File: config.mk
export PLATFORM = sky130hd
export DESIGN_NAME = urp_port
export DESIGN_NICKNAME = d
export VERILOG_FILES = /design/src/urp_pkg.sv /design/src/urp_port.sv
export SDC_FILE = /design/constraint.sdc
export NUM_CORES = 1
export LEC_CHECK = 0
export ABC_AREA = 1
export BUFFER_PORTS_ARGS = -buffer_cell sky130_fd_sc_hd__buf_2
export CORE_ASPECT_RATIO = 0.75
export CORE_MARGIN = 2
export CORE_UTILIZATION = 54
export CTS_BUF_LIST = sky130_fd_sc_hd__clkbuf_16
export CTS_CLUSTER_DIAMETER = 30
export CTS_CLUSTER_SIZE = 14
export DETAILED_ROUTE_END_ITERATION = 7
export GPL_TIMING_DRIVEN = 1
export MAX_ROUTING_LAYER = met4
export PLACE_DENSITY_LB_ADDON = 0.25
export SYNTH_ARGS = -nofsm -noshare
export SYNTH_HDL_FRONTEND = slang
export SYNTH_SLANG_ARGS = --single-unit
File: constraint.sdc
create_clock -name i_clk -period 2.25 [get_ports i_clk]
set_clock_uncertainty 0.1 [all_clocks]
set_input_delay 0.1125 -clock i_clk [delete_from_list [all_inputs] [get_ports i_clk]]
set_output_delay 0.1125 -clock i_clk [all_outputs]
set_load 0.05 [all_outputs]
File: src/urp_pkg.sv
`default_nettype none

package urp_pkg;
  // ==========================================================
  // Clock and timing
  localparam int CLK_MHZ = 200;
  localparam int RESET_MS = 10;
  localparam int RESUME_MS = 20;
  localparam int RESYNC_MS = 3;
  localparam int EOP_NS = 1333;
  localparam int RESET_CYC = RESET_MS * CLK_MHZ * 1000;
  localparam int RESUME_CYC = RESUME_MS * CLK_MHZ * 1000;
  localparam int RESYNC_CYC = RESYNC_MS * CLK_MHZ * 1000;
  localparam int EOP_CYC = (EOP_NS * CLK_MHZ + 999) / 1000;
  localparam int TMR_W = 24;

  // ==========================================================
  // Bus map
  localparam int ADDR_W = 4;
  localparam logic [ADDR_W-1:0] ADDR_PORT = 4'h0;
  localparam logic [ADDR_W-1:0] ADDR_CTRL = 4'h4;

  // ==========================================================
  // Port status read fields
  localparam int B_CCS = 0;
  localparam int B_PES = 1;
  localparam int B_PSS = 2;
  localparam int B_POCI = 3;
  localparam int B_PRS = 4;
  localparam int B_PPS = 8;
  localparam int B_LSDA = 9;
  localparam int B_CSC = 16;
  localparam int B_PESC = 17;
  localparam int B_PSSC = 18;
  localparam int B_OCIC = 19;
  localparam int B_PRSC = 20;

  // ==========================================================
  // Port status write commands
  localparam int W_CLR_EN = 0;
  localparam int W_SET_EN = 1;
  localparam int W_SET_SUSP = 2;
  localparam int W_RESUME = 3;
  localparam int W_SET_RST = 4;
  localparam int W_SET_PWR = 8;
  localparam int W_CLR_PWR = 9;

  // ==========================================================
  // Control register fields
  localparam int C_MODE = 0;
  localparam int C_MASK = 1;
  localparam int C_SET_GPWR = 8;
  localparam int C_CLR_GPWR = 9;

  // ==========================================================
  // Port sequencer states
  typedef enum logic [2:0] {
    S_IDLE = 3'b000,
    S_RESET = 3'b001,
    S_RESUME = 3'b010,
    S_EOP = 3'b011,
    S_RESYNC = 3'b100
  } urp_state_type;
endpackage : urp_pkg

// ============================================================
// Down-counting interval timer
module urp_timer #(
  parameter int W = urp_pkg::TMR_W
) (
  input wire logic i_clk,
  input wire logic i_rst,
  input wire logic i_load,
  input wire logic [W-1:0] i_count,
  output logic o_done
);
  typedef struct packed {
    logic [W-1:0] cnt;
    logic run;
    logic done;
  } urp_tmr_type;

  urp_tmr_type s_q;
  urp_tmr_type s_d;

  always_comb begin
    s_d = s_q;
    s_d.done = 1'b0;
    if (i_load) begin
      s_d.cnt = i_count;
      s_d.run = 1'b1;
    end else if (s_q.run) begin
      if (s_q.cnt <= W'(1)) begin
        s_d.done = 1'b1;
        s_d.run = 1'b0;
      end else begin
        s_d.cnt = s_q.cnt - W'(1);
      end
    end
  end

  always_ff @(posedge i_clk or posedge i_rst) begin
    if (i_rst) begin
      s_q <= '0;
    end else begin
      s_q <= s_d;
    end
  end

  assign o_done = s_q.done;
endmodule : urp_timer

`default_nettype wire

File: src/urp_port.sv
`default_nettype none

module urp_port #(
  parameter bit PER_PORT_OC = 1'b1,
  parameter bit POWER_SWITCH = 1'b1,
  parameter int unsigned RESET_CYC = urp_pkg::RESET_CYC,
  parameter int unsigned RESUME_CYC = urp_pkg::RESUME_CYC,
  parameter int unsigned RESYNC_CYC = urp_pkg::RESYNC_CYC
) (
  input wire logic i_clk,
  input wire logic i_rst,
  input wire logic [urp_pkg::ADDR_W-1:0] i_avs_address,
  input wire logic i_avs_read,
  input wire logic i_avs_write,
  input wire logic [31:0] i_avs_writedata,
  input wire logic [3:0] i_avs_byteenable,
  output logic [31:0] o_avs_readdata,
  output logic o_avs_waitrequest,
  input wire logic i_connect,
  input wire logic i_low_speed,
  input wire logic i_over_current,
  input wire logic i_babble,
  input wire logic i_nonremovable,
  input wire logic i_xact_busy,
  output logic o_port_power,
  output logic o_port_reset,
  output logic o_port_resume,
  output logic o_port_eop
);
  // ==========================================================
  // Helpers
  function automatic logic upd(input logic flag, input logic set, input logic clr);
    upd = (flag & ~clr) | set;
  endfunction : upd

  function automatic logic [31:0] lanes(input logic [3:0] be);
    lanes = {{8{be[3]}}, {8{be[2]}}, {8{be[1]}}, {8{be[0]}}};
  endfunction : lanes

  function automatic logic hit(input logic [urp_pkg::ADDR_W-1:0] a,
    input logic [urp_pkg::ADDR_W-1:0] base);
    hit = (a == base);
  endfunction : hit

  // ==========================================================
  // State
  typedef struct packed {
    urp_pkg::urp_state_type st;
    logic waitreq;
    logic [31:0] rdata;
    logic init;
    logic mode;
    logic mask;
    logic pps;
    logic ccs;
    logic pes;
    logic pss;
    logic oc;
    logic csc;
    logic pesc;
    logic pssc;
    logic ocic;
    logic prsc;
    logic drv_rst;
    logic drv_resume;
    logic drv_eop;
  } urp_port_type;

  urp_port_type s_q;
  urp_port_type s_d;

  // ==========================================================
  // Interval timer
  logic t_load;
  logic [urp_pkg::TMR_W-1:0] t_count;
  logic t_done;

  urp_timer #(
    .W(urp_pkg::TMR_W)
  ) u_timer (
    .i_clk(i_clk),
    .i_rst(i_rst),
    .i_load(t_load),
    .i_count(t_count),
    .o_done(t_done)
  );

  // ==========================================================
  // Next state
  always_comb begin
    logic wr_go;
    logic wp;
    logic wc;
    logic [31:0] wd;
    logic [31:0] rv;
    logic port_cmd;
    logic set_pwr;
    logic clr_pwr;
    logic pwr;
    logic ccs_new;
    logic oc_new;
    logic misuse;
    logic rst_end;
    logic res_end;
    logic start_rst;
    logic hw_dis;
    wr_go = 1'b0;
    wp = 1'b0;
    wc = 1'b0;
    wd = '0;
    rv = '0;
    port_cmd = 1'b0;
    set_pwr = 1'b0;
    clr_pwr = 1'b0;
    pwr = 1'b0;
    ccs_new = 1'b0;
    oc_new = 1'b0;
    misuse = 1'b0;
    rst_end = 1'b0;
    res_end = 1'b0;
    start_rst = 1'b0;
    hw_dis = 1'b0;
    t_load = 1'b0;
    t_count = '0;
    s_d = s_q;
    s_d.init = 1'b0;

    // ========================================================
    // Bus write decode
    wr_go = i_avs_write & ~s_q.waitreq;
    wd = i_avs_writedata & lanes(i_avs_byteenable);
    wp = wr_go && hit(i_avs_address, urp_pkg::ADDR_PORT);
    wc = wr_go && hit(i_avs_address, urp_pkg::ADDR_CTRL);
    if (wc) begin
      s_d.mode = wd[urp_pkg::C_MODE];
      s_d.mask = wd[urp_pkg::C_MASK];
    end

    // ========================================================
    // Port power
    port_cmd = s_q.mode & s_q.mask;
    set_pwr = (wp & wd[urp_pkg::W_SET_PWR] & port_cmd)
      | (wc & wd[urp_pkg::C_SET_GPWR] & ~port_cmd);
    clr_pwr = (wp & wd[urp_pkg::W_CLR_PWR] & port_cmd)
      | (wc & wd[urp_pkg::C_CLR_GPWR] & ~port_cmd);
    if (!POWER_SWITCH) begin
      pwr = 1'b1;
    end else if (i_over_current) begin
      pwr = 1'b0;
    end else begin
      pwr = upd(s_q.pps, set_pwr, clr_pwr) & ~clr_pwr;
    end
    s_d.pps = pwr;

    // ========================================================
    // Connect status and change
    ccs_new = pwr & (i_nonremovable | i_connect);
    s_d.ccs = ccs_new;
    misuse = wp & ~s_q.ccs & (wd[urp_pkg::W_SET_RST] | wd[urp_pkg::W_SET_EN]
      | wd[urp_pkg::W_SET_SUSP]);
    s_d.csc = upd(s_q.csc, misuse
      | (~i_nonremovable & (ccs_new ^ s_q.ccs))
      | (s_q.init & i_nonremovable),
      wp & wd[urp_pkg::B_CSC]);

    // ========================================================
    // Over-current indicator
    oc_new = PER_PORT_OC & i_over_current;
    s_d.oc = oc_new;
    s_d.ocic = upd(s_q.ocic, PER_PORT_OC & (oc_new ^ s_q.oc),
      wp & wd[urp_pkg::B_OCIC]);

    // ========================================================
    // Reset and resume sequencer
    rst_end = (s_q.st == urp_pkg::S_RESET) & t_done;
    res_end = (s_q.st == urp_pkg::S_RESYNC) & t_done;
    start_rst = wp & wd[urp_pkg::W_SET_RST] & s_q.ccs;
    if (start_rst) begin
      s_d.st = urp_pkg::S_RESET;
      t_load = 1'b1;
      t_count = urp_pkg::TMR_W'(RESET_CYC);
    end else begin
      case (s_q.st)
        urp_pkg::S_IDLE: begin
          if (wp && wd[urp_pkg::W_RESUME] && s_q.pss) begin
            s_d.st = urp_pkg::S_RESUME;
            t_load = 1'b1;
            t_count = urp_pkg::TMR_W'(RESUME_CYC);
          end
        end
        urp_pkg::S_RESET: begin
          if (t_done) begin
            s_d.st = urp_pkg::S_IDLE;
          end
        end
        urp_pkg::S_RESUME: begin
          if (t_done) begin
            s_d.st = urp_pkg::S_EOP;
            t_load = 1'b1;
            t_count = urp_pkg::TMR_W'(urp_pkg::EOP_CYC);
          end
        end
        urp_pkg::S_EOP: begin
          if (t_done) begin
            s_d.st = urp_pkg::S_RESYNC;
            t_load = 1'b1;
            t_count = urp_pkg::TMR_W'(RESYNC_CYC);
          end
        end
        urp_pkg::S_RESYNC: begin
          if (t_done) begin
            s_d.st = urp_pkg::S_IDLE;
          end
        end
        default: begin
          s_d.st = urp_pkg::S_IDLE;
        end
      endcase
    end

    // ========================================================
    // Enable status and change
    hw_dis = s_q.pes & (i_over_current | ~ccs_new | i_babble | ~pwr);
    s_d.pes = upd(s_q.pes, (wp & wd[urp_pkg::W_SET_EN] & s_q.ccs) | rst_end | res_end,
      wp & wd[urp_pkg::W_CLR_EN]) & ~hw_dis;
    s_d.pesc = upd(s_q.pesc, hw_dis, wp & wd[urp_pkg::B_PESC]);

    // ========================================================
    // Suspend status and change, reset status change
    s_d.pss = upd(s_q.pss, wp & wd[urp_pkg::W_SET_SUSP] & s_q.ccs, rst_end | res_end);
    s_d.pssc = upd(s_q.pssc, res_end, (wp & wd[urp_pkg::B_PSSC]) | rst_end);
    s_d.prsc = upd(s_q.prsc, rst_end, wp & wd[urp_pkg::B_PRSC]);

    // ========================================================
    // Power off drops port state
    if (!pwr) begin
      s_d.pes = 1'b0;
      s_d.pss = 1'b0;
      s_d.st = urp_pkg::S_IDLE;
    end

    // ========================================================
    // Line drive outputs
    s_d.drv_rst = (s_d.st == urp_pkg::S_RESET);
    s_d.drv_resume = (s_d.st == urp_pkg::S_RESUME);
    s_d.drv_eop = (s_d.st == urp_pkg::S_EOP);

    // ========================================================
    // Read value
    if (hit(i_avs_address, urp_pkg::ADDR_PORT)) begin
      rv[urp_pkg::B_CCS] = s_q.ccs;
      rv[urp_pkg::B_PES] = s_q.pes;
      rv[urp_pkg::B_PSS] = s_q.pss;
      rv[urp_pkg::B_POCI] = PER_PORT_OC & i_over_current;
      rv[urp_pkg::B_PRS] = s_q.drv_rst;
      rv[urp_pkg::B_PPS] = s_q.pps | ~POWER_SWITCH;
      rv[urp_pkg::B_LSDA] = i_low_speed & s_q.ccs;
      rv[urp_pkg::B_CSC] = s_q.csc;
      rv[urp_pkg::B_PESC] = s_q.pesc;
      rv[urp_pkg::B_PSSC] = s_q.pssc;
      rv[urp_pkg::B_OCIC] = s_q.ocic;
      rv[urp_pkg::B_PRSC] = s_q.prsc;
    end else if (hit(i_avs_address, urp_pkg::ADDR_CTRL)) begin
      rv[urp_pkg::C_MODE] = s_q.mode;
      rv[urp_pkg::C_MASK] = s_q.mask;
    end else begin
      rv = '0;
    end

    // ========================================================
    // Bus handshake
    if (!s_q.waitreq) begin
      s_d.waitreq = 1'b1;
    end else if (i_avs_read || (i_avs_write && !i_xact_busy)) begin
      s_d.waitreq = 1'b0;
      s_d.rdata = rv;
    end
  end

  // ==========================================================
  // Registers
  always_ff @(posedge i_clk or posedge i_rst) begin
    if (i_rst) begin
      s_q <= '0;
      s_q.waitreq <= 1'b1;
      s_q.init <= 1'b1;
      s_q.st <= urp_pkg::S_IDLE;
    end else begin
      s_q <= s_d;
    end
  end

  // ==========================================================
  // Outputs
  assign o_avs_readdata = s_q.rdata;
  assign o_avs_waitrequest = s_q.waitreq;
  assign o_port_power = s_q.pps;
  assign o_port_reset = s_q.drv_rst;
  assign o_port_resume = s_q.drv_resume;
  assign o_port_eop = s_q.drv_eop;
endmodule : urp_port

`default_nettype wire

=== Word level (Yosys, flattened, before mapping) ===
Cells that the tools add are included.

* Bitwise logic cells: 81
* Add/sub/neg operators: 1
* Eq/ne operators: 9
* Mux-type cells: 29
* Reduce and logical (&&, ||, !) cells: 14
* $lt $le $gt $ge: 1

{| class="wikitable"
|+ Operators by type and width
! operator !! count
|-
| case mux 22 bit (3 select lines) || 1
|-
| two-way mux 22 bit || 2
|-
| bitwise AND 1 bit || 41
|-
| two-way mux 33 bit || 1
|-
| two-way mux 26 bit || 1
|-
| two-way mux 25 bit || 1
|-
| <= comparator 24 x 1 -> 1 bit (second input constant) || 1
|-
| two-way mux 24 bit || 1
|-
| subtractor 24 x 1 -> 24 bit (second input constant) || 1
|-
| bitwise OR 1 bit || 22
|-
| bitwise AND 21 bit || 1
|-
| two-way mux 20 bit || 1
|-
| two-way mux 3 bit || 6
|-
| inverter 1 bit || 15
|-
| == test 3 x 2 -> 1 bit (second input constant) || 4
|-
| case mux 3 bit (4 select lines) || 1
|-
| two-way mux 5 bit || 2
|-
| two-way mux 9 bit || 1
|-
| two-way mux 2 bit || 4
|-
| == test 3 x 1 -> 1 bit (second input constant) || 2
|-
| two-way mux 1 bit || 6
|-
| logical AND 1 bit || 5
|-
| == test 4 x 3 -> 1 bit (second input constant) || 1
|-
| zero test 4 bit || 1
|-
| other kinds (10) || 13
|}

* Output and inout port bits: 37
* Register bits after elaboration: 58
* Logic and storage cells: 157

=== Logic depth before layout (Yosys ltp) ===
Gate-level depths: netlist (run 1).

* Word-level depth: 20
* Gate-level depth with buffers: 11
* Gate-level depth less buffers: 11

=== By module ===
Synthesis (run 1) repeated with hierarchy kept, for this count alone.

* Cell total of the unflattened synthesis: 570
* Area, all modules: 4022.6 um2

{| class="wikitable"
|+ Modules (own cells, without submodules)
! module !! area an instance (um2) !! cells each !! instances
|-
| urp_timer || 2100.8 || 325 || 1
|-
| urp_port || 1921.8 || 245 || 1
|}

=== Least setup slack after synthesis (run 1) ===
OpenSTA, ideal clock, no wires.

* Path kind: reg2reg
* Start point: register s_q (netlist bit o_avs_waitrequest)
* End point: register u_timer.s_q[13] (netlist name)
* Buffers on the path: 1
* Stages on the path, launching flop included: 11
* Data required time: 2.024 ns
* Setup time: 0.126 ns
* Clock period less this slack: 1.949 ns
* Slack: 0.301 ns
* Arrival time: 1.723 ns
* Cell sequence: dfstp_2 -> inv_1 -> nand2_1 -> nor2_4 -> nand2_4 -> nand2_4 -> nor2_4 -> nand2_8 -> buf_12 -> nor2_2 -> a21oi_2

* Cells in the longest elaborated chain, start to end: 10
* Elaborated cells on any way between the ends: 17

{| class="wikitable"
|+ Ends and longest elaborated chain
! what !! line !! source
|-
| start, declared || urp_port.sv:69 || <nowiki>urp_port_type s_q;</nowiki>
|-
| inverter 1 bit (*) || urp_port.sv:130 || <nowiki>wr_go = i_avs_write & ~s_q.waitreq;</nowiki>
|-
| bitwise AND 1 bit (*) || urp_port.sv:130 ||
|-
| logical AND 1 bit (*) || urp_port.sv:132 || <nowiki>wp = wr_go && hit(i_avs_address, urp_pkg::ADDR_PORT);</nowiki>
|-
| logical AND 1 bit (2 in series) || urp_port.sv:185 || <nowiki>if (wp && wd[urp_pkg::W_RESUME] && s_q.pss) begin</nowiki>
|-
| two-way mux 1 bit || urp_port.sv:185 ||
|-
| case mux 1 bit (2 select lines) || urp_port.sv:183 || <nowiki>case (s_q.st)</nowiki>
|-
| two-way mux 1 bit || urp_port.sv:178 || <nowiki>if (start_rst) begin</nowiki>
|-
| inequality test 2 bit (no source line) or nonzero test 2 bit (tied branches) || - ||
|-
| AND reduction 2 bit (no source line) || - ||
|-
| end signal, assigned || urp_pkg.sv:104 || <nowiki>s_q <= '0;</nowiki>
|-
| end signal, assigned || urp_pkg.sv:106 || <nowiki>s_q <= s_d;</nowiki>
|-
| end, declared || urp_pkg.sv:83 || <nowiki>urp_tmr_type s_q;</nowiki>
|}

Every way passes the cells marked *; elsewhere a longest branch is shown, timed or not.
A chain may end at the register's enable or synchronous reset.

=== Worst setup path in the final report (run 1) ===
* Start point: register u_timer.s_q[2] (netlist name)
* End point: register u_timer.s_q[12] (netlist name)

* Cells in the longest elaborated chain, start to end: 4
* Elaborated cells on any way between the ends: 7

{| class="wikitable"
|+ Ends and longest elaborated chain
! what !! line !! source
|-
| subtractor 24 x 1 -> 24 bit || urp_pkg.sv:97 || <nowiki>s_d.cnt = s_q.cnt - W'(1);</nowiki>
|-
| two-way mux 24 bit || urp_pkg.sv:93 || <nowiki>if (s_q.cnt <= W'(1)) begin</nowiki>
|-
| two-way mux 26 bit || urp_pkg.sv:92 || <nowiki>end else if (s_q.run) begin</nowiki>
|-
| two-way mux 25 bit || urp_pkg.sv:89 || <nowiki>if (i_load) begin</nowiki>
|}

Parallel ways exist; a longest one is shown, timed or not. The select of a mux whose other input is x is not followed.

==> reports/metrics.yaml, run 1 <==
outcome:
  status: "complete, no violations"
route:
  drt_first_pass_iters: 5
  post-route-drc-count: 0
  wl_met1_mm: 4.10
  ant_nets: 0
  drt-initial-drc-count: 291
  viasPerCell: 5.31
  num_vias: 3263
  wl_per_cell_microns: 14.0
  top_layer_used: "met4"
  met3WireLength_microns: 694
  wl_mm: 8.60
  wl_met2_mm: 3.69
final_layout:
  multi_input_area_sq_um: 1810
  fin_nets: 580
  final_cell_mix: "nand2_1 (124), nor2_1 (56), dfrtp_1 (56)"
  fillCellCount: 565
  seq_area_sq_um: 1450
  layout_commonest_cell: "nand2_1"
  n_antenna_cell: 0
  area_delta_synth_final_pct: 14.8
  drive_gt1_frac: 0.212
sta:
  setup_viol: 0
  slew_violations: 0
  rsz0062_at_grt: "no"
  fin_setup_tns_ps: 0
  fin_crit_ps: 2060
  clock.fmax_mhz: 485
  finalCritPeriodShare: 0.916
  hold_violations: 0
setup_path:
  cp_max_fo: 24
  critPathLaunchType: "flop"
  cp-end-kind: "flop"
  r2r_cells: 9
  r2r_slack_ps: 190
  crit_type: "flop to flop"
  r2r-start: "u_timer.s_q[2]"
  r2r-end: "u_timer.s_q[12]"
  required_ps: 2370
  worstPathArrival_ps: 2180
logic_synthesis:
  syn_avg_cell_area_sq_um: 7.63
  yosysSeqAreaShare: 0.397
  synth_cells: 480
  synth.distinct_cells: 44
  ys_seq_elements: 58
  ys.flop_type: "dfrtp_1"
  yosysWarnings: 0
  syn-cell-area_sq_um: 3660
  synth_edf_count: 0
  postSynth.asyncResetShare: 1.00
grt:
  overflow: 0
  grt_pass1_wl_mm: 14.3
  grt_max_degree: 59
  grt_use_total: 0.259
  grt_antenna_before_repair: 0
  grt_pass1_vias: 3063
clock_network:
  clock_tree.root_cell: "clkbuf_16"
  cts_tree: "done"
  numCtsBuffers: 9
  cts.sinks: 58
  h-tree-depth: 3
  clock_path_buffers: 2
  path_clk_slew_ps: 50
  clock_latency_ps: 330
place:
  portBuffers: 45
  hpwl_mm: 6.11
  gp_routability_congestion: 0.930
die:
  design.die.area_sq_um: 7460
  die_w_microns: 99.1
  ios: 87
  die_h_microns: 75.3
  num_rows: 25
  core_sq_um: 6440
  initial_core_util: 0.568
min_path:
  min_path_cells: 4
  hold_path_class: "primary input to flop"
  hold_end: "s_q[7]"
  worstHoldStart: "i_nonremovable"
power:
  p_leak_nw: 2.26
  irDropWorstVdd_v: 0.000419
  p_per_area_nw_per_um2: 760
  power_mw: 3.19
flow_run:
  maxCapViolCount: 0
synth_stat cells (3+ instances only):
| cell | n | share of area |
|---|---|---|
| a21oi_1 | 18 | 0.025 |
| buf_4 | 32 | 0.066 |
| dfrtp_1 | 56 | 0.38 |
| inv_1 | 48 | 0.049 |
| nand2_1 | 124 | 0.13 |
| nand2_4 | 4 | 0.012 |
| nand3_1 | 32 | 0.044 |
| nand3_2 | 3 | 0.0082 |
| nand4_1 | 10 | 0.017 |
| nor2_1 | 56 | 0.057 |
| nor2_2 | 17 | 0.029 |
| nor2_4 | 7 | 0.022 |
| nor3_1 | 8 | 0.011 |
| o21a_1 | 3 | 0.0061 |
| o21ai_0 | 9 | 0.012 |
| o21ai_1 | 6 | 0.0082 |
| or2_2 | 4 | 0.0068 |
| xnor2_1 | 4 | 0.0096 |
| xor2_1 | 8 | 0.019 |
worst max path at each step:
stage / from / to
final: u_timer.s_q[2] / u_timer.s_q[12]
after global routing: u_timer.s_q[2] / u_timer.s_q[14]
after CTS: u_timer.s_q[2] / u_timer.s_q[14]
after detailed placement: u_timer.s_q[2] / u_timer.s_q[14]
after global placement: u_timer.s_q[2] / u_timer.s_q[24]
after floorplan: o_avs_waitrequest / u_timer.s_q[13]
report_power, final:
group | leakage (nW) | internal [mW] | total [mW] | switching, mW
sequential | 0.728 | 1.13 | 1.21 | 0.0804
clock | 0.156 | 0.977 | 1.49 | 0.509
combinational | 1.38 | 0.147 | 0.498 | 0.351
total | 2.26 | 2.25 | 3.19 | 0.940
registers in the layout, summed over array words and instances, names as in the netlist:
signal             count
o_port_eop             1
o_avs_waitrequest      1
u_timer.s_q           25
u_timer.o_done         1
o_port_reset           1
s_q                   15
o_port_resume          1
o_port_power           1
o_avs_readdata        12
layout make-up:
type | instances | area share
Multi-Input combinational cell | 355 | 0.431
Clock buffer | 9 | 0.0536
Sequential cell | 58 | 0.346
Tap cell | 81 | 0.0241
Inverter | 51 | 0.0461
Timing Repair Buffer | 53 | 0.0744
Clock inverter | 7 | 0.0244
kinds of logic after synthesis:
kind of cell,count (synthesis),synth area share
AOI/OAI and AO/OA,46,0.0769
xor gates and xnor gates,12,0.0287
adders and majority gates,2,0.00683
buffers and inverters,87,0.130
DFF,58,0.397
other,1,0.00102
and+or+nand+nor,274,0.360
worst max-delay path, stage by stage (launching register included):
cell     delay (ps)
dfrtp_1         390
inv_1            90
ha_1            270
o21a_1          250
nand4_1         180
nand2_4         140
nand2_8         230
nand2_1         120
nor2_1          130
nor2_1           50
through the flow:
step / hold slack (ps) / setup slack (ps) / instances / area [sq um] / utilization
after floorplan: 43.9 / 301 / 500 / 3740 / -
after global placement: 93.9 / 200 / 592 / 3810 / 0.591
after global routing: 46.9 / 22.3 / 614 / 4200 / 0.652
after CTS: 7.43 / 115 / 614 / 4200 / 0.651
after detailed placement: 92.7 / 145 / 592 / 3810 / 0.591
final: 31.9 / 190 / 614 / 4200 / 0.652
timing repair:
item | 4_1_cts | 5_1_grt
setup buffers | 0 | 0
hold endpoints to repair | 62 | 0
gates resized for setup | 0 | 2
endpoints found under the setup margin | 0 | 10
hold buffers | 6 | 0
layer usage:
layer	vias up	global-route usage
li1	1574	-
met1	1527	0.351
met2	149	0.379
met3	13	0.0624
met4	0	0.108
met5	-	-
(Power assumes the default switching activity.)
==> inputs of run 2 (changes only) <==
--- a/config.mk
+++ b/config.mk
@@ -10,3 +10,2 @@
 export CORE_ASPECT_RATIO = 0.75
-export CORE_MARGIN = 2
 export CORE_UTILIZATION = 54
==> constraint.sdc (replaced) <==
create_clock -name i_clk -period 2.25 [get_ports i_clk]
set_clock_uncertainty 0.1 [all_clocks]
set_input_delay 0.3375 -clock i_clk [delete_from_list [all_inputs] [get_ports i_clk]]
set_output_delay 0.3375 -clock i_clk [all_outputs]
set_load 0.05 [all_outputs]
==> reports/metrics.yaml, run 2 (synthesis gave the netlist of run 1 again) <==
route:
  drt_first_pass_iters: 5  # unchanged
  wl_per_cell_microns: 13.9  # -0.93%
  ant_nets: 0  # unchanged
  num_vias: 3218  # -1.4%
  viasPerCell: 5.28  # -0.57%
  drt-initial-drc-count: 219  # -25%
  wl_mm: 8.45  # -1.7%
  post-route-drc-count: 0  # unchanged
setup_path:
  critPathLaunchType: "flop"
  cp-end-kind: "flop"
  crit_type: "flop to flop"
  required_ps: 2400  # +30 ps
  worstPathArrival_ps: 2210  # +30 ps
  cp_max_fo: 24  # unchanged
final_layout:
  n_antenna_cell: 0  # unchanged
  top_register: "u_timer.s_q"
  fillCellCount: 559  # -1.1%
  fin_nets: 575  # -0.86%
  layout_commonest_cell: "nand2_1"
  final_cell_mix: "nand2_1 (124), nor2_1 (56), dfrtp_1 (56)"
  seq_area_sq_um: 1450  # unchanged
  stdcell_count: 609  # -0.81%
  multi_input_area_sq_um: 1810  # unchanged
  largest_reg_flops: 25  # unchanged
  area_delta_synth_final_pct: 13.4
  drive_gt1_frac: 0.214  # +0.00201
  design_area_sq_um: 4150  # -1.2%
clock_network:
  cts_tree: "done"
  clock_latency_ps: 330  # about the same
  h-tree-depth: 3  # unchanged
  path_clk_slew_ps: 60  # about the same
  cts.sinks: 58  # unchanged
  post_cts_buffers: 0  # unchanged
  numCtsBuffers: 9  # unchanged
  clock_path_buffers: 2  # unchanged
  clock_tree.root_cell: "clkbuf_16"
grt:
  grt_use_total: 0.265  # +0.00519
  grt_max_degree: 59  # unchanged
  overflow: 0  # unchanged
  grt_pass1_wl_mm: 14.0  # -1.9%
  grt_antenna_before_repair: 0  # unchanged
  grt_pass1_vias: 2946  # -3.8%
die:
  num_rows: 25  # unchanged
  initial_core_util: 0.571  # +0.00277
  core_sq_um: 6410  # -0.49%
  die_w_microns: 97.1  # -2.0%
  ios: 87  # unchanged
  design.die.area_sq_um: 7120  # -4.6%
  die_h_microns: 73.3  # -2.7%
power:
  p_leak_nw: 2.24  # -0.92%
  irDropWorstVdd_v: 0.000497  # +19%
  p_per_area_nw_per_um2: 771  # +1.4%
sta:
  fin_crit_ps: 2060  # +0.118 ps
  rsz0062_at_grt: "no"
  slew_violations: 0  # unchanged
  finalCritPeriodShare: 0.916  # about the same
  clock.fmax_mhz: 485  # about the same
  holdWs_ps: 96.4  # +64.5 ps
  setup_viol: 0  # unchanged
  hold_violations: 0  # unchanged
  worst_slack_ps: 189  # -0.118 ps
  fin_setup_tns_ps: 0  # unchanged
place:
  portBuffers: 45  # unchanged
  placed_cells: 592  # unchanged
  placed_cell_area_sq_um: 3810  # unchanged
  preCtsSetupSlack_ps: 146  # +1.66 ps
  gp_routability_congestion: 0.914  # -1.7%
  hpwl_mm: 6.12  # about the same
outcome:
  status: "complete, no violations"
min_path:
  hold_path_class: "primary input to flop"
flow_run:
  maxCapViolCount: 0  # unchanged
## run 2: routing by layer
metal  part of all wire  GRT usage  vias to the layer above
met5                  0          -                        -
met4              0.017      0.103                        0
met3              0.066     0.0571                       15
met2               0.43      0.383                      133
met1               0.48      0.365                     1513
li1                   -          -                     1557
## run 2: where the power goes
part | switching, mW | leakage [nW] | internal (mW)
sequential | 0.0803 | 0.728 | 1.13
combinational | 0.349 | 1.36 | 0.141
clock | 0.523 | 0.156 | 0.977
## run 2: area by class of cell
class                           count  share of cell area
Timing Repair Buffer               48              0.0633
Clock buffer                        9              0.0542
Clock inverter                      7              0.0247
Multi-Input combinational cell    355               0.437
Sequential cell                    58               0.350
Tap cell                           81              0.0244
Inverter                           51              0.0467
## run 2: worst paths after layout
| check | depth (start not counted) | start | endpoint | slack (ps) |
|---|---|---|---|---|
| worst max register to register | 9 | u_timer.s_q[2] | u_timer.s_q[14] | 190 |
| worst min register to register | 2 | s_q[3] | s_q[3] | 380 |
| worst min-delay path | 1 | i_over_current | s_q[8] | 100 |
| max in group asynchronous | 4 | i_rst | s_q[15] | 1240 |
| min in group asynchronous | 4 | i_rst | o_avs_readdata[4] | 510 |
| worst max-delay path | 9 | u_timer.s_q[2] | u_timer.s_q[14] | 190 |
## run 2: critical path: stages, from the launching register on
cell and delay (ps):
dfrtp_1 410, inv_1 120, ha_1 260, o21a_1 210
nand4_1 190, nand2_4 190, nand2_8 170, inv_4 160
nand2_1 60, o21ai_0 70
## run 2: what timing repair did
action                     CTS  global route
hold buffers                 1             0
gates resized for setup      0             2
setup endpoints to repair    0             9
hold endpoints to repair    56             0
## run 2: per-stage QoR
step	utilization	power, mW
2_1_floorplan	-	1.62
3_3_place_gp	0.594	1.68
3_5_place_dp	0.594	1.70
4_1_cts	0.646	3.21
5_1_grt	0.648	3.32
6_report	0.648	3.20
==> inputs of run 3 (changes only) <==
Settings changed: CORE_UTILIZATION 54 to 23, PLACE_DENSITY set to 0.41, PLACE_DENSITY_LB_ADDON 0.25 to unset.
==> reports/metrics.yaml, run 3 (synthesis gave the netlist of run 1 again) <==
clock_network:
  post_cts_buffers: 0  # unchanged
  cts.sinks: 58  # unchanged
  clock_latency_ps: 330  # about the same
  cts_tree: "done"
  clock_path_buffers: 2  # unchanged
  ctsHoldBuffers: 1  # unchanged
  path_clk_slew_ps: 60  # about the same
  h-tree-depth: 3  # unchanged
  cts_resized: 0  # unchanged
  clock_tree.root_cell: "clkbuf_16"
  numCtsBuffers: 9  # unchanged
final_layout:
  final_cell_mix: "nand2_1 (124), nor2_1 (56), dfrtp_1 (56)"
  area_delta_synth_final_pct: 17.8
  top_register: "u_timer.s_q"
  fin_nets: 578  # +0.52%
  layout_commonest_cell: "nand2_1"
  drive_gt1_frac: 0.218  # +0.00444
  largest_reg_flops: 25  # unchanged
  n_antenna_cell: 0  # unchanged
  design_area_sq_um: 4310  # +3.9%
route:
  wl_mm: 9.47  # +12%
  wl_per_cell_microns: 12.9  # -7.3%
  num_vias: 3104  # -3.5%
  ant_nets: 0  # unchanged
  drt-initial-drc-count: 164  # -25%
  drt_first_pass_iters: 4  # -1
  post-route-drc-count: 0  # unchanged
  viasPerCell: 4.22  # -20%
power:
  p_per_area_nw_per_um2: 740  # -4.0%
  p_leak_nw: 2.25  # +0.50%
  irDropWorstVdd_v: 0.000256  # -49%
setup_path:
  worstPathArrival_ps: 2240  # +30 ps
  cp-end-kind: "flop"
  r2r_cells: 8  # -1
  required_ps: 2420  # +20 ps
  cp_max_fo: 9  # -63%
  critPathLaunchType: "flop"
  r2r-start: "u_timer.s_q[2]"
  r2r_slack_ps: 180  # about the same
  crit_type: "flop to flop"
  r2r-end: "u_timer.s_q[10]"
sta:
  tightest_slew_ps: 520
  hold_violations: 0  # unchanged
  fin_crit_ps: 2070  # +13.7 ps
  max_slew_margin: 0.653
  finalCritPeriodShare: 0.922  # +0.00610
  setup_viol: 0  # unchanged
  clock.fmax_mhz: 482  # -0.66%
  slew_violations: 0  # unchanged
  rsz0062_at_grt: "no"
  fin_setup_tns_ps: 0  # unchanged
grt:
  grt_pass1_vias: 2907  # -1.3%
  grt_antenna_before_repair: 0  # unchanged
  overflow: 0  # unchanged
  grt_pass1_wl_mm: 15.5  # +11%
  grt_use_total: 0.127  # -0.138
  grt_max_degree: 59  # unchanged
die:
  ios: 87  # unchanged
  core_sq_um: 15400  # +140%
  die_w_microns: 148  # +52%
  die_h_microns: 111  # +52%
  num_rows: 39  # +56%
  design.die.area_sq_um: 16400  # +130%
  initial_core_util: 0.238  # -0.333
min_path:
  worstHoldStart: "i_over_current"
  min_path_cells: 1  # unchanged
  hold_end: "s_q[8]"
  hold_path_class: "primary input to flop"
outcome:
  status: "complete, no violations"
flow_run:
  maxCapViolCount: 0  # unchanged
place:
  hpwl_mm: 7.04  # +15%
  placed_cell_area_sq_um: 3990  # +4.7%
  gp_routability_congestion: 0.841  # -8.0%
  portBuffers: 45  # unchanged
==> run 3: stage by stage <==
step	hold WS (ps)	power, mW	util	std cells	setup WS [ps]
after global routing	93.4	3.34	0.281	736	24.8
after global placement	340	1.71	0.259	719	217
final	108	3.19	0.281	736	176
after floorplan	269	1.62	-	500	301
after detailed placement	339	1.71	0.259	719	217
after CTS	90.8	3.23	0.281	736	206
==> run 3: how the worst max path moves through the flow <==
stage | startpoint | to | slack (ps) | cells after the start
global placement | u_timer.s_q[2] | u_timer.s_q[24] | 220 | 9
global route | u_timer.s_q[18] | u_timer.s_q[24] | 20 | 9
finish | u_timer.s_q[2] | u_timer.s_q[10] | 180 | 8
floorplan | o_avs_waitrequest | u_timer.s_q[13] | 300 | 10
detailed placement | o_avs_waitrequest | u_timer.s_q[16] | 220 | 10
CTS | o_avs_waitrequest | u_timer.s_q[16] | 210 | 10
==> run 3: per-layer routing <==
| layer | share of wire | wire [microns] | vias to the layer above | GRT usage |
|---|---|---|---|---|
| met2 | 0.39 | 3710 | 65 | 0.165 |
| met1 | 0.55 | 5210 | 1461 | 0.186 |
| met3 | 0.042 | 396 | 9 | 0.0284 |
| li1 | - | - | 1569 | - |
| met4 | 0.016 | 147 | 0 | 0.0481 |
| met5 | 0 | 0 | - | - |
==> run 3: area by class of cell <==
| class | count | area, sq um |
|---|---|---|
| fillers | 1667 | 11100 |
| multi-input cells | 355 | 1810 |
| flip-flops and latches | 58 | 1450 |
| repair buffers | 51 | 285 |
| well taps | 205 | 256 |
| clock buffers | 9 | 225 |
| inverters | 51 | 191 |
| clock inverters | 7 | 93.8 |
==> run 3: power by group <==
| part | leakage (nW) | switching, mW | internal, mW |
|---|---|---|---|
| sequential | 0.728 | 0.0813 | 1.13 |
| combinational | 1.37 | 0.344 | 0.142 |
| clock | 0.151 | 0.529 | 0.966 |
==> run 3: worst max-delay path, stage by stage (launching register included) <==
cell     delay, ps
dfrtp_1        390
inv_1           80
ha_1           210
o21a_1         240
nand4_1        160
nand2_2        190
a21oi_1        430
nand2_1        130
o21ai_2         70
